===== src/include/tdc_map.svh =====
// timing, geometry and cursor constants for the text display controller
`ifndef TDC_MAP_SVH
`define TDC_MAP_SVH
`define TDC_CLK_NS        50
`define TDC_LINE_NS       64000
`define TDC_SYNC_NS       4000
`define TDC_EOP_NS        10000
`define TDC_LINE_CYC      (`TDC_LINE_NS / `TDC_CLK_NS)
`define TDC_SYNC_CYC      (`TDC_SYNC_NS / `TDC_CLK_NS)
`define TDC_EOP_CYC       (`TDC_EOP_NS / `TDC_CLK_NS)
`define TDC_BLINK_FRAMES  15
`define TDC_ROWS_PER_LINE 10
`define TDC_LAST_GLYPH    4'h7
`define TDC_CURSOR_ROW    4'h7
`define TDC_TEXT_LINES    16
`define TDC_FRAME_LINES   262
`define TDC_VSYNC_FIRST   9'h0f0
`define TDC_LAST_COL      6'h3f
`define TDC_LAST_LINE     4'hf
`endif


===== src/include/tdc_pkg.sv =====
// types for the text display controller
package tdc_pkg;
  typedef enum logic [2:0] {
    TDC_CMD_PAGE_ERASE = 3'h0,
    TDC_CMD_EOL_ERASE  = 3'h1,
    TDC_CMD_LINE_FEED  = 3'h2,
    TDC_CMD_NOP        = 3'h3,
    TDC_CMD_LEFT       = 3'h4,
    TDC_CMD_LINE_ERASE = 3'h5,
    TDC_CMD_UP         = 3'h6,
    TDC_CMD_CHAR       = 3'h7
  } tdc_cmd_type;
  typedef enum logic [1:0] {
    TDC_ST_IDLE  = 2'h0,
    TDC_ST_WAIT  = 2'h1,
    TDC_ST_WRITE = 2'h2,
    TDC_ST_AFTER = 2'h3
  } tdc_state_type;
endpackage : tdc_pkg


===== src/hw/tdc_top.sv =====
// text display controller: refresh timing, cursor, editing commands
//
// Summary of operation
// - capture command code on strobe rising edge
// - codes 0-3: page erase, eol erase, LF, nop
// - codes 4-7: left, line erase, up, character
// - write pulse during hsync at cursor address
// - after write, refresh address, cursor advances
// - column on low five plus bit five
// - 2 Hz cursor underline and blank phases
// - last column write wraps, scrolls on last line
// - line feed on bottom line scrolls
// - scroll erases top line, shifts up
// - erase uses write pulses, zeros external
// - composite sync high, 64 us period, 4 us
// - page end pulses low 10 us
// - page select flips at page boundary
// - page select low page one, high two
// - addresses change on char clock trailing edge
// - dot clock gate low during retrace
`timescale 1ns/100ps
`include "tdc_map.svh"
module tdc_top
  import tdc_pkg::*;
(
  // clock and reset
  input  wire logic       CLK,
  input  wire logic       RSTN,
  // command port from host
  input  wire logic       COMMAND_STROBE,
  input  wire logic [2:0] COMMAND_CODE,
  // character clock from the dot timing
  input  wire logic       CHAR_CLOCK_IN,
  // page memory addressing
  output logic [4:0]      LOW_COLUMN_ADDRESS,
  output logic [4:0]      UPPER_LINE_ADDRESS,
  output logic            WRITE_PULSE,
  // character generator and video
  output logic [2:0]      GLYPH_ROW_ADDRESS,
  output logic            CURSOR_VIDEO_OUT,
  output logic            DOT_CLOCK_GATE,
  output logic            COMPOSITE_SYNC_OUT,
  // page linking
  output logic            PAGE_END_PULSE_N,
  output logic            PAGE_SELECT_OUT,
  // command busy, high while a command runs
  output logic            BUSY
);
  logic          strobe_s;     // synchronised strobe
  logic          strobe_d;     // previous strobe for edge detect
  logic          char_s;       // synchronised character clock
  logic          char_d;       // previous character clock
  logic [2:0]    code_s1;      // code first stage
  logic [2:0]    code_s2;      // code second stage
  logic [11:0]   hcnt;         // cycle within a scan line
  logic [8:0]    vline;        // scan line within frame
  logic [3:0]    grow;         // glyph row within text line
  logic [3:0]    tline;        // text line on screen
  logic [5:0]    rcol;         // refresh column
  logic [3:0]    top;          // memory line shown at top
  logic          page_hi;      // top line lives in the upper page half
  logic [5:0]    ccol;         // cursor column
  logic [3:0]    cline;        // cursor line on screen
  logic [4:0]    blink;        // frame count for blink
  logic          blink_ph;     // cursor phase
  logic [7:0]    eop_cnt;      // page end pulse width counter
  tdc_cmd_type   cmd;          // latched command
  tdc_state_type state;        // command sequencer
  logic [5:0]    wcol;         // column being written
  logic [3:0]    wline;        // memory line being written
  logic [5:0]    wend;         // last column of this erase pass
  logic [3:0]    lines_left;   // page erase lines still to go
  logic          scroll_pend;  // scroll erase of new bottom line pending
  logic          strobe_rise;
  logic          char_fall;
  logic          hsync;
  logic          line_end;
  logic          in_vsync;

  // pin inputs cross into the clock domain first
  tdc_sync2 u_sync_strobe (.CLK(CLK), .RSTN(RSTN), .async_in(COMMAND_STROBE),
                           .sync_out(strobe_s));
  tdc_sync2 u_sync_char (.CLK(CLK), .RSTN(RSTN), .async_in(CHAR_CLOCK_IN),
                         .sync_out(char_s));

  // the code is held long after the strobe, so two stages lose nothing
  always_ff @(posedge CLK or negedge RSTN)
  begin
    if (!RSTN)
    begin
      code_s1  <= 3'h0;
      code_s2  <= 3'h0;
      strobe_d <= 1'b0;
      char_d   <= 1'b0;
    end
    else
    begin
      code_s1  <= COMMAND_CODE;
      code_s2  <= code_s1;
      strobe_d <= strobe_s;
      char_d   <= char_s;
    end
  end

  assign strobe_rise = strobe_s & ~strobe_d;
  assign char_fall   = char_d & ~char_s;
  assign line_end    = (hcnt == 12'(`TDC_LINE_CYC - 1));
  assign hsync       = (hcnt < 12'(`TDC_SYNC_CYC));
  assign in_vsync    = (vline >= `TDC_VSYNC_FIRST);

  // horizontal and vertical counters; one scan line is 64 us
  always_ff @(posedge CLK or negedge RSTN)
  begin
    if (!RSTN)
    begin
      hcnt  <= 12'h000;
      vline <= 9'h000;
      grow  <= 4'h0;
      tline <= 4'h0;
    end
    else if (line_end)
    begin
      hcnt <= 12'h000;
      if (vline == 9'(`TDC_FRAME_LINES - 1))
      begin
        vline <= 9'h000;
        grow  <= 4'h0;
        tline <= 4'h0;
      end
      else
      begin
        vline <= vline + 9'h001;
        // rows 0..7 carry glyph, two more blank rows, then next line
        if (grow == 4'(`TDC_ROWS_PER_LINE - 1))
        begin
          grow  <= 4'h0;
          tline <= tline + 4'h1;
        end
        else
          grow <= grow + 4'h1;
      end
    end
    else
      hcnt <= hcnt + 12'h001;
  end

  // refresh column steps on the trailing edge of the character clock
  always_ff @(posedge CLK or negedge RSTN)
  begin
    if (!RSTN)
      rcol <= 6'h00;
    else if (line_end)
      rcol <= 6'h00;
    else if (char_fall && !hsync)
      rcol <= rcol + 6'h01;
  end

  // blink phase toggles every 15 frames, about a quarter second
  always_ff @(posedge CLK or negedge RSTN)
  begin
    if (!RSTN)
    begin
      blink    <= 5'h00;
      blink_ph <= 1'b0;
    end
    else if (line_end && vline == 9'(`TDC_FRAME_LINES - 1))
    begin
      if (blink == 5'(`TDC_BLINK_FRAMES - 1))
      begin
        blink    <= 5'h00;
        blink_ph <= ~blink_ph;
      end
      else
        blink <= blink + 5'h01;
    end
  end

  // command sequencer: latch, wait for retrace, write, then move cursor
  always_ff @(posedge CLK or negedge RSTN)
  begin
    if (!RSTN)
    begin
      state       <= TDC_ST_IDLE;
      cmd         <= TDC_CMD_NOP;
      ccol        <= 6'h00;
      cline       <= 4'h0;
      top         <= 4'h0;
      page_hi     <= 1'b0;
      wcol        <= 6'h00;
      wline       <= 4'h0;
      wend        <= 6'h00;
      lines_left  <= 4'h0;
      scroll_pend <= 1'b0;
      eop_cnt     <= 8'h00;
    end
    else
    begin
      if (eop_cnt != 8'h00)
        eop_cnt <= eop_cnt - 8'h01;
      case (state)
        TDC_ST_IDLE:
        begin
          if (strobe_rise)
          begin
            cmd   <= tdc_cmd_type'(code_s2);
            state <= TDC_ST_WAIT;
          end
        end
        TDC_ST_WAIT:
        begin
          // decide on the last cycle of a line, so that a write covers the whole sync time
          if (line_end)
          begin
            state <= TDC_ST_AFTER;
            wline <= cline + top;
            wcol  <= ccol;
            wend  <= `TDC_LAST_COL;
            case (cmd)
              TDC_CMD_PAGE_ERASE:
              begin
                ccol       <= 6'h00;
                cline      <= 4'h0;
                wline      <= top;
                wcol       <= 6'h00;
                lines_left <= `TDC_LAST_LINE;
                state      <= TDC_ST_WRITE;
              end
              TDC_CMD_EOL_ERASE:
              begin
                ccol  <= 6'h00;
                state <= TDC_ST_WRITE;
              end
              TDC_CMD_LINE_FEED:
              begin
                if (cline == `TDC_LAST_LINE)
                begin
                  top         <= top + 4'h1;
                  wline       <= top;
                  wcol        <= 6'h00;
                  scroll_pend <= 1'b1;
                  state       <= TDC_ST_WRITE;
                  if (top == `TDC_LAST_LINE)
                    page_hi <= ~page_hi;
                  eop_cnt <= 8'(`TDC_EOP_CYC);
                end
                else
                  cline <= cline + 4'h1;
              end
              TDC_CMD_LEFT:
                ccol <= ccol - 6'h01;
              TDC_CMD_LINE_ERASE:
              begin
                wcol  <= 6'h00;
                state <= TDC_ST_WRITE;
              end
              TDC_CMD_UP:
                cline <= cline - 4'h1;
              TDC_CMD_CHAR:
              begin
                wend  <= ccol;
                state <= TDC_ST_WRITE;
              end
              default: ;
            endcase
          end
        end
        TDC_ST_WRITE:
        begin
          // one column per retrace; the pulse spans the sync time
          if (hcnt == 12'(`TDC_SYNC_CYC - 1))
          begin
            if (wcol != wend)
              wcol <= wcol + 6'h01;
            else if (lines_left != 4'h0)
            begin
              lines_left <= lines_left - 4'h1;
              wline      <= wline + 4'h1;
              wcol       <= 6'h00;
            end
            else
            begin
              scroll_pend <= 1'b0;
              state       <= TDC_ST_AFTER;
              if (cmd == TDC_CMD_CHAR)
              begin
                if (ccol != `TDC_LAST_COL)
                  ccol <= ccol + 6'h01;
                else
                begin
                  ccol <= 6'h00;
                  if (cline != `TDC_LAST_LINE)
                    cline <= cline + 4'h1;
                  else
                  begin
                    top         <= top + 4'h1;
                    wline       <= top;
                    wcol        <= 6'h00;
                    wend        <= `TDC_LAST_COL;
                    cmd         <= TDC_CMD_LINE_ERASE;
                    scroll_pend <= 1'b1;
                    state       <= TDC_ST_WRITE;
                    eop_cnt     <= 8'(`TDC_EOP_CYC);
                    if (top == `TDC_LAST_LINE)
                      page_hi <= ~page_hi;
                  end
                end
              end
            end
          end
        end
        TDC_ST_AFTER:
          state <= TDC_ST_IDLE;
        default:
          state <= TDC_ST_IDLE;
      endcase
    end
  end

  // registered outputs: address mux, video, sync and page linking
  always_ff @(posedge CLK or negedge RSTN)
  begin
    if (!RSTN)
    begin
      LOW_COLUMN_ADDRESS <= 5'h00;
      UPPER_LINE_ADDRESS <= 5'h00;
      WRITE_PULSE        <= 1'b0;
      GLYPH_ROW_ADDRESS  <= 3'h0;
      CURSOR_VIDEO_OUT   <= 1'b0;
      DOT_CLOCK_GATE     <= 1'b0;
      COMPOSITE_SYNC_OUT <= 1'b0;
      PAGE_END_PULSE_N   <= 1'b1;
      PAGE_SELECT_OUT    <= 1'b0;
      BUSY               <= 1'b0;
    end
    else
    begin
      WRITE_PULSE <= (state == TDC_ST_WRITE) && hsync;
      if ((state == TDC_ST_WRITE) && hsync)
      begin
        LOW_COLUMN_ADDRESS <= wcol[4:0];
        UPPER_LINE_ADDRESS <= {wline, wcol[5]};
      end
      else
      begin
        LOW_COLUMN_ADDRESS <= rcol[4:0];
        UPPER_LINE_ADDRESS <= {tline + top, rcol[5]};
      end
      DOT_CLOCK_GATE     <= ~hsync && !in_vsync;
      // sync inverts during vertical sync so the gate AND recovers it
      COMPOSITE_SYNC_OUT <= hsync ^ in_vsync;
      PAGE_END_PULSE_N   <= (eop_cnt == 8'h00);
      // lines past the wrap come from the other page half
      PAGE_SELECT_OUT    <= page_hi ^ ((5'(tline) + 5'(top)) > 5'h0f);
      if (grow > 4'(`TDC_LAST_GLYPH) || !blink_ph && tline == cline && rcol == ccol
          && grow != `TDC_CURSOR_ROW)
        GLYPH_ROW_ADDRESS <= 3'h0;
      else
        GLYPH_ROW_ADDRESS <= grow[2:0];
      CURSOR_VIDEO_OUT <= blink_ph && tline == cline && rcol == ccol
                          && grow == `TDC_CURSOR_ROW;
      BUSY <= (state != TDC_ST_IDLE);
    end
  end
endmodule : tdc_top


===== src/hw/tdc_sync2.sv =====
// two flip-flop synchroniser for pin inputs
`timescale 1ns/100ps
module tdc_sync2
(
  // clock and reset
  input  wire logic CLK,
  input  wire logic RSTN,
  // pin side and synchronised side
  input  wire logic async_in,
  output logic      sync_out
);
  logic meta; // first stage, read only by the second stage

  // two stages give the metastable first stage a full cycle to settle
  always_ff @(posedge CLK or negedge RSTN)
  begin
    if (!RSTN)
    begin
      meta     <= 1'b0;
      sync_out <= 1'b0;
    end
    else
    begin
      meta     <= async_in;
      sync_out <= meta;
    end
  end
endmodule : tdc_sync2


===== config.mk =====
export PLATFORM = sky130hd
export DESIGN_NAME = tdc_top
export DESIGN_NICKNAME = d
export VERILOG_FILES = /design/src/include/tdc_pkg.sv /design/src/hw/tdc_top.sv /design/src/hw/tdc_sync2.sv
export VERILOG_INCLUDE_DIRS = /design/src /design/src/include
export SDC_FILE = /design/constraint.sdc
export NUM_CORES = 1
export LEC_CHECK = 0
export BUFFER_PORTS_ARGS = -buffer_cell sky130_fd_sc_hd__buf_2
export CAP_MARGIN = 30
export CORE_MARGIN = 2
export CORE_UTILIZATION = 55
export CTS_CLUSTER_SIZE = 40
export DETAILED_ROUTE_END_ITERATION = 12
export GPL_ROUTABILITY_DRIVEN = 0
export PLACE_DENSITY = 0.73
export SYNTH_ARGS = -nofsm -noshare
export SYNTH_HDL_FRONTEND = slang
export SYNTH_SLANG_ARGS = --single-unit

===== constraint.sdc =====
create_clock -name CLK -period 6.5 [get_ports CLK]
set_input_delay 1.3 -clock CLK [delete_from_list [all_inputs] [get_ports CLK]]
set_output_delay 1.3 -clock CLK [all_outputs]
set_load 0.02 [all_outputs]

Yosys cells after proc, flatten, opt, wreduce, memory -nomap -nowiden:

Cells that the tools add are included.

* register bits after elaboration: 121
* bits in latches: 0
* bits in writable memories: 0
* memory bits (read-only): 0
* output and inout port bits: 20
* memories kept: 0

* add/subtract/negate cells: 18
* multipliers: 0
* divide/modulo/power cells: 0
* magnitude comparators: 4
* equal/unequal tests: 45
* shift-type cells: 0
* mux-type cells: 116
* bitwise logic cells: 9
* reduce and logical (&&, ||, !) cells: 38

Operators by type and width (number)
* $mux W6: 24
* $mux W4: 34
* $mux W8: 10
* $pmux W6 S2: 5
* $pmux W4 S2: 5
* $mux W3: 8
* $ne A2 B2 Y1 const B: 12
* $add A4 B1 Y4 const B: 5
* $reduce_and A10 Y1: 2
* $add A6 B1 Y6 const B: 3
* $ne A4 B4 Y1 const B: 4
* $pmux W8 S2: 1
* $reduce_and A8 Y1: 2
* $mux W5: 3
* $mux W1: 14
* $reduce_and A7 Y1: 2
* $add A12 B1 Y12 const B: 1
* $eq A12 B11 Y1 const B: 1
* $eq A12 B7 Y1 const B: 1
* $eq A3 B3 Y1 const B: 4
* $eq A4 B4 Y1 const B: 3
* $lt A12 B7 Y1 const B: 1
* $mux W12: 1
* $ne A3 B3 Y1 const B: 4
* other kinds (48): 80

Logic depth before layout (Yosys ltp):

Gate-level depths: netlist (run 1).

* word-level depth: 9
* gate-level depth with buffers: 9

Modules after synthesis:

From an unflattened synthesis (run 1), not the netlist that was laid out.

* cells, all modules: 673
* area total of the unflattened synthesis: 6723.9 µm²

Modules (own cells, without submodules)
* tdc_top: instances 1, cells each 669, area an instance 6623.9 µm²
* tdc_sync2: instances 2, cells each 2, area an instance 50.0 µm²

Least setup slack after synthesis (run 1):

No wires, ideal clock.

* path type: flip-flop to flip-flop
* start point: register hcnt[9]
* end point: register wcol[0]
* setup time: 0.125 ns
* arrival time: 2.367 ns
* required time: 6.375 ns
* path slack: 4.009 ns
* cell stages (with the launch flop): 9
* path buffers: 3
* period minus slack after synthesis: 2.491 ns
* cell sequence: dfrtp_1 -> or3_1 -> buf_6 -> or4_1 -> clkbuf_1 -> nand2_1 -> and3_1 -> buf_2 -> mux2_2

* longest elaborated chain between the ends: 3
* elaborated cells on any way between the ends: 5
* those cells by class: 4 x eq/ne; 1 x reduce/logical

Ends and longest elaborated chain
* from (decl): RTL line tdc_top.sv:55 `logic [11:0] hcnt;`
* from (signal assigned): RTL line tdc_top.sv:144 `hcnt <= hcnt + 12'h001;`
* $eq A12 B7 Y1 or $eq A12 B11 Y1 (tied branches): RTL line tdc_top.sv:270, tdc_top.sv:107
* $ne A2 B2 Y1 (no line)
* $reduce_and A6 Y1 (no line) *
* to (signal assigned): RTL line tdc_top.sv:216 `wcol <= ccol;`
* to (signal assigned): RTL line tdc_top.sv:273 `wcol <= wcol + 6'h01;`
* to (decl): RTL line tdc_top.sv:69 `logic [5:0] wcol;`

Every way passes the cells marked *; elsewhere a longest branch is shown, timed or not.
A chain may end at the register's enable or synchronous reset.

Worst setup path in the final report (run 1):

* start point: register ccol[0]
* end point: register wend[0]

* longest elaborated chain between the ends: 3
* elaborated cells on any way between the ends: 6
* those cells by class: 2 x eq/ne; 3 x mux; 1 x reduce/logical

Ends and longest elaborated chain
* from (decl): RTL line tdc_top.sv:62 `logic [5:0] ccol;`
* from (signal assigned): RTL line tdc_top.sv:250 `ccol <= ccol - 6'h01;`
* from (signal assigned): RTL line tdc_top.sv:287 `ccol <= ccol + 6'h01;`
* $ne A6 B6 Y1 (no line) or $mux W6 (tied branches)
* $ne A2 B2 Y1 (no line) or $mux W6 (tied branches)
* $reduce_and A8 Y1 (no line) or $pmux W6 S2 (tied branches)
* to (signal assigned): RTL line tdc_top.sv:217 `` wend <= `TDC_LAST_COL; ``
* to (signal assigned): RTL line tdc_top.sv:260 `wend <= ccol;`
* to (signal assigned): RTL line tdc_top.sv:298 `` wend <= `TDC_LAST_COL; ``
* to (decl): RTL line tdc_top.sv:71 `logic [5:0] wend;`

Parallel ways exist; a longest one is shown, timed or not. The select of a mux whose other input is x is not followed.

==> results.md, run 1 <==
- Largest family of logic cells by synthesized area: simple AND/OR/NAND/NOR gates
- Leak: 3.50 nW
- Initial core utilization: 0.562
- Root buf cell: clkbuf_16
- CTS max path bufs: 2
- I/O pin count: 27
- Nets: 738
- Worst EP required: 6.84 ns
- Core region area: 0.0120 sq mm
- WL final: 15,300 microns
- Crit-path max FO: 9
- Min-delay src: code_s1[2]$_DFF_PN0_
- EDFF count, synth: 0
- WP buf/inv: 0
- Main synth FF type: dfrtp_1
- IO buf count: 26
- Register area share after synthesis: 0.451
- Max Cap Violations: 0
- Final hold vios: 0
- Tcrit/Tclk final: 0.478
- Post-Synth Adder-Cell Area: 0.0636
- Complex-gate fraction of the synthesized area: 0.129
- CTS resizes: 0
- Number of diodes: 0
- Commonest non-fill, non-tap cell in the layout: dfrtp_1
- Pre-CTS setup slack: 3.51 ns
- Crit. Startpoint: ccol[0]$_DFFE_PN0P_
- GRT Overall Usage: 0.252
- Hpwl dp: 10,800 microns
- Worst setup path class: reg -> reg
- CTS tree: done
- XOR/XNOR Fraction of Synth Area: 0.0729
- Largest net degree at the start of global routing: 64
- Grt total ovfl: 0
- Pwr/cell area: 412 mW/mm^2
- Distinct cells, synth: 71
- CP peak stage delay: 0.77 ns
- Most frequent cells in the layout: dfrtp_1, nor2_1, nand2_1, xnor2_1, inv_1
- Final antenna-violating net count: 0
- Worst Skew: 0.00869 ns
- Final Critical Period: 3.11 ns
- CP Data Arrival Time: 3.45 ns
- Initial antenna violation count: 0
- Reg2Reg Launch Point: ccol[0]$_DFFE_PN0P_
- Final setup TNS: 0 ns
- Num CTS Buffers: 17
- Layout cells sized above 1: 0.129
- Max Fclk: 322 MHz
- Initial drt markers: 346
- Synthesized area per cell: 9.99 sq um
- # H-tree levels: 4
- Worst-margin pin slew: 1.01 ns
- Vias in the first global route: 5,353
- Synth Register Bits: 121
- Clock sinks: 121
- Die W: 115 microns
- Setup ws final: 3.39 ns
- Overall die height: 115 microns
- Via density: 6.13
- RSZ-0062 raised after global routing: false
- Synthesized area: 0.00672 sq mm
- Yosys warning total: 0
- Slowest-stage cell, CP: o31ai_1
- Initial DRT Pass Iterations: 4
- Crit path capture type: flop
- Worst skew pair latency: 0.43 ns
- CP cell instances: ha_1 -> nand3_1 -> or4_1 -> o31ai_1 -> nand3_2 -> mux2i_1
- Area growth from synthesis to layout: 12.2%
- Max rail drop VDD: 0.207 mV
- Fillers: 976
- Critical path launch point type: flop
- Drt wl/cell: 17.8 microns
- Hold Buf Count CTS: 0
- FFs w/ async S/R, synth: 1.00
- Post-Syn Instances: 673
- Final slew viol count: 0
- Die Area: 0.0131 sq mm
- Top delay family on crit path: simple AND/OR/NAND/NOR gates
- Status: complete, no violations
- Setup Fix Bufs, Post-CTS: 0
- HP Class: reg -> reg
- Mux cell area share after synthesis: 0.0595
- Clock-pin slew on the worst setup and hold paths: 0.06 ns
- Simple-gate area share of the yosys netlist: 0.185
- # setup viols final: 0
- Via Count: 5,261
- Slew Limit Headroom: 0.329
- # rows: 40
- First-pass GRT wire length: 25,700 microns
- DRC violations left: 0
- Net count after synthesis: 713
[synth_stat cells, drive strengths merged (3+ instances only)]
library cell	n	share of area
xor2	16	0.021
or3	6	0.0056
nand2b	5	0.0047
o41ai	4	0.0052
and3	11	0.010
a21oi	24	0.018
a32o	3	0.0045
nand4	19	0.018
nor3b	4	0.0045
nor4	11	0.015
o22ai	5	0.0047
inv	38	0.021
a22o	6	0.0078
nand2	53	0.030
dfrtp	118	0.44
a21boi	3	0.0033
xnor2	40	0.052
a21o	4	0.0045
nor2	58	0.032
nand3	29	0.022
a31oi	9	0.0093
a211oi	5	0.0063
a22oi	3	0.0033
and4	5	0.0065
mux2	20	0.036
and2	7	0.0065
nor3	13	0.0097
buf	8	0.0076
o21ai	25	0.019
ha	31	0.058
o2111ai	3	0.0039
clkbuf	17	0.0095
mux2i	16	0.024
o31ai	10	0.011
or4	5	0.0061
dfstp	3	0.012
[through the flow]
| step | cells | instance area [sq um] | hold WS (ns) | power [W] | util |
|---|---|---|---|---|---|
| final | 858 | 7540 | 0.339 | 0.00310 | 0.631 |
| after global routing | 858 | 7540 | 0.347 | 0.00328 | 0.631 |
| after CTS | 858 | 7540 | 0.342 | 0.00310 | 0.631 |
| after detailed placement | 826 | 6960 | 0.336 | 0.00216 | 0.582 |
| after global placement | 826 | 6960 | 0.334 | 0.00211 | 0.582 |
| after floorplan | 673 | 6720 | 0.331 | 0.00188 | - |
[flip-flops by register name (all words and copies together), names as in the netlist, 5 cells and up, named ones only]
register / cells
wend: 6
LOW_COLUMN_ADDRESS: 5
blink: 5
UPPER_LINE_ADDRESS: 5
eop_cnt: 7
rcol: 6
vline: 9
hcnt: 12
ccol: 6
wcol: 6
[power by group]
group          total [W]  internal (W)  switching (W)
logic            0.00107      0.000449       0.000621
clock network   0.000932      0.000608       0.000325
registers        0.00110      0.000898       0.000205
total            0.00310       0.00195        0.00115
[layout make-up]
class                           instances  area (sq um)  area share
Sequential cell                       121          3030       0.402
Inverter                               39           146      0.0194
Timing Repair Buffer                   31           170      0.0226
Clock inverter                          9           123      0.0163
Tap cell                              147           184      0.0244
Multi-Input combinational cell        488          3430       0.455
Clock buffer                           23           458      0.0607
[path summary, 6_finish.rpt]
path / to / slack (ns) / depth (start not counted)
worst min-delay path: code_s2[2]$_DFF_PN0_ / 0.34 / 0
worst min register to register: code_s2[2]$_DFF_PN0_ / 0.34 / 0
min in group asynchronous: lines_left[3]$_DFFE_PN0P_ / 0.92 / 1
worst max register to register: wend[0]$_DFFE_PN0P_ / 3.39 / 6
worst max-delay path: wend[0]$_DFFE_PN0P_ / 3.39 / 6
max in group asynchronous: grow[2]$_DFFE_PN0P_ / 4.32 / 2
[layer usage]
layer	global-route usage	vias up	share of wire
met2	0.411	131	0.49
met3	0.0545	44	0.042
met1	0.312	2611	0.43
met5	0	-	0
met4	0.137	0	0.031
li1	-	2475	-
[kinds of logic (layout without fill, tap and decap cells)]
family	after synthesis	after routing
compound gates	125	125
mux	36	36
simple gates	238	238
buf+inv	64	102
fa+ha+maj	33	33
xor+xnor	56	56
flops	121	121
No activity file was read; power rests on OpenSTA's default activity.
==> run 2: changes to the inputs <==
--- a/config.mk
+++ b/config.mk
@@ -6,6 +6,7 @@
 export SDC_FILE = /design/constraint.sdc
 export NUM_CORES = 1
 export LEC_CHECK = 0
+export ABC_AREA = 1
 export BUFFER_PORTS_ARGS = -buffer_cell sky130_fd_sc_hd__buf_2
 export CAP_MARGIN = 30
 export CORE_MARGIN = 2
==> constraint.sdc (replaced) <==
create_clock -name CLK -period 3.1 [get_ports CLK]
set_input_delay 0.62 -clock CLK [delete_from_list [all_inputs] [get_ports CLK]]
set_output_delay 0.62 -clock CLK [all_outputs]
set_load 0.02 [all_outputs]
==> run 2 against run 1 <==
Power grew 130%. Sequential power is 110% higher. Non-clock buffer count increased by 2. Fmax grew 37%. Critical endpoint is now cline[3]$_DFFE_PN0P_. Largest power group is now combinational cells.
==> results.md, run 2 <==
- Initial DRT Pass Iterations: 5
- Die W: 116 microns
- Die Area: 0.0135 sq mm
- CP cell instances: inv_1 -> ha_1 -> buf_4 -> nand2_1 -> nand2_1 -> nand3_4 -> nor2_4 -> inv_2 -> nand2_1 -> nand2_1
- Nets: 956
- Main synth FF type: dfrtp_1
- Vias in the first global route: 5,412
- Initial core utilization: 0.557
- Drt wl/cell: 13.2 microns
- Slew Limit Headroom: 0.573
- Yosys top cell by area: dfrtp_1
- Hold Buf Count CTS: 0
- Crit path capture type: flop
- Area growth from synthesis to layout: 13.8%
- Setup Fix Bufs, Post-CTS: 0
- Layout cells sized above 1: 0.127
- Crit-path max FO: 14
- Setup ws final: 0.827 ns
- Commonest cells in the netlist: nand2_1, dfrtp_1, nor2_1
- Final slew viol count: 0
- Worst skew pair latency: 0.42 ns
- CTS tree: done
- Post-Syn Instances: 878
- Critical path launch point type: flop
- Leak: 3.95 nW
- CP dominant cell by count: nand2_1
- Via Count: 5,684
- Distinct cells, synth: 46
- Register area share after synthesis: 0.437
- Top cell type's share of synthesized area: 0.425
- Largest net degree at the start of global routing: 52
- Number of diodes: 0
- Hpwl dp: 10,400 microns
- Core region area: 0.0125 sq mm
- Final Critical Period: 2.27 ns
- Initial antenna violation count: 0
- Synth Register Bits: 121
- RSZ-0062 raised after global routing: false
- Reg2Reg Launch Point: state[0]$_DFFE_PN0P_
- Commonest non-fill, non-tap cell in the layout: nand2_1
- Worst EP required: 3.41 ns
- Synth top area cells: dfrtp_1, nand2_1, ha_1
- I/O pin count: 27
- Fillers: 1,108
- HP Class: in -> async
- Slowest-stage cell, CP: ha_1
- Top flop regs: hcnt x12, vline x9, eop_cnt x7
- Clock-pin slew on the worst setup and hold paths: 0.05 ns
- Worst setup path class: reg -> reg
- CP Data Arrival Time: 2.58 ns
- Initial drt markers: 396
- WL final: 14,500 microns
- Synthesized area per cell: 7.91 sq um
- Num CTS Buffers: 17
- Overall die height: 116 microns
- Worst Skew: 0.0125 ns
- Top delay family on crit path: simple AND/OR/NAND/NOR gates
- GRT Overall Usage: 0.233
- Biggest register: hcnt
- DRC violations left: 0
- Final antenna-violating net count: 0
- Synthesized area: 0.00694 sq mm
- CTS resizes: 0
- Final hold vios: 0
- First-pass GRT wire length: 24,700 microns
- Status: complete, no violations
- EDFF count, synth: 0
- IO buf count: 26
- # setup viols final: 0
- Most common cell in the synthesized netlist: nand2_1
- Final setup TNS: 0 ns
- Max Cap Violations: 0
- Root buf cell: clkbuf_16
- CTS max path bufs: 2
- Clock sinks: 121
- CP peak stage delay: 0.44 ns
- Net count after synthesis: 918
- Yosys warning total: 0
- Pre-CTS setup slack: 0.928 ns
- R2r setup slk: 0.83 ns
- # rows: 41
- Worst-margin pin slew: 0.641 ns
- Via density: 5.17
- WP buf/inv: 3
- Most frequent cells in the layout: nand2_1, dfrtp_1, nor2_1, inv_1, o21ai_0
- # H-tree levels: 4
- FFs w/ async S/R, synth: 1.00
- Pwr/cell area: 910 mW/mm^2
- Max rail drop VDD: 0.372 mV
- Grt total ovfl: 0
- Worst hold margin: 0.230 ns
- Tcrit/Tclk final: 0.733
- Max reg flops: 12
- Crit. Startpoint: state[0]$_DFFE_PN0P_
- Max Fclk: 440 MHz
-- run 2: power by group --
group          total (W)  switching, W  internal (W)
combinational    0.00276       0.00179      0.000975
sequential       0.00234      0.000398       0.00194
clock            0.00208      0.000661       0.00142
-- run 2: cell type report --
type	count	area, sq um	share of cell area
Clock buffer	23	488	0.0618
Clock inverter	7	140	0.0177
Inverter	113	424	0.0537
Multi-Input combinational cell	630	3400	0.431
Sequential cell	121	3030	0.384
Tap cell	172	215	0.0272
Timing Repair Buffer	33	198	0.0250
-- run 2: path summary, 6_finish.rpt --
kind,end,depth (start not counted)
setup / recovery,cline[3]$_DFFE_PN0P_,10
max in group asynchronous,wline[0]$_DFFE_PN0P_,3
hold / removal,char_d$_DFF_PN0_,1
setup reg to reg,cline[3]$_DFFE_PN0P_,10
min in group CLK,code_s1[0]$_DFF_PN0_,1
hold reg to reg,code_s2[1]$_DFF_PN0_,0
-- run 2: worst register-to-register path, cell delays in order, from the launching register on --
cell and delay, ns:
dfrtp_1 0.39, inv_1 0.09, ha_1 0.44, buf_4 0.31, nand2_1 0.13, nand2_1 0.23, nand3_4 0.20, nor2_4 0.20
inv_2 0.07, nand2_1 0.06, nand2_1 0.05
-- run 2: stage by stage --
stage / utilization / total power (W) / instance area [sq um] / instances
5_1_grt: 0.634 / 0.00775 / 7900 / 1099
3_5_place_dp: 0.583 / 0.00509 / 7270 / 1069
3_3_place_gp: 0.583 / 0.00503 / 7270 / 1069
6_report: 0.634 / 0.00719 / 7900 / 1099
4_1_cts: 0.634 / 0.00721 / 7900 / 1099
2_1_floorplan: - / 0.00442 / 6940 / 878
-- run 2: cell families (layout without fill, tap and decap cells) --
kind of cell    Yosys count  after routing  synth area share
fa+ha+maj                33             33            0.0616
compound gates          114            114            0.0905
buf+inv                 127            176            0.0734
flops                   121            121             0.437
simple gates            438            438             0.281
xor+xnor                 45             45            0.0568
-- run 2: per-layer routing --
metal  track usage  wire length (microns)  vias up
li1              -                      -     2880
met5             0                      0        -
met1         0.299                   6600     2658
met3        0.0503                    599       24
met2         0.382                   6980      122
met4         0.104                    329        0
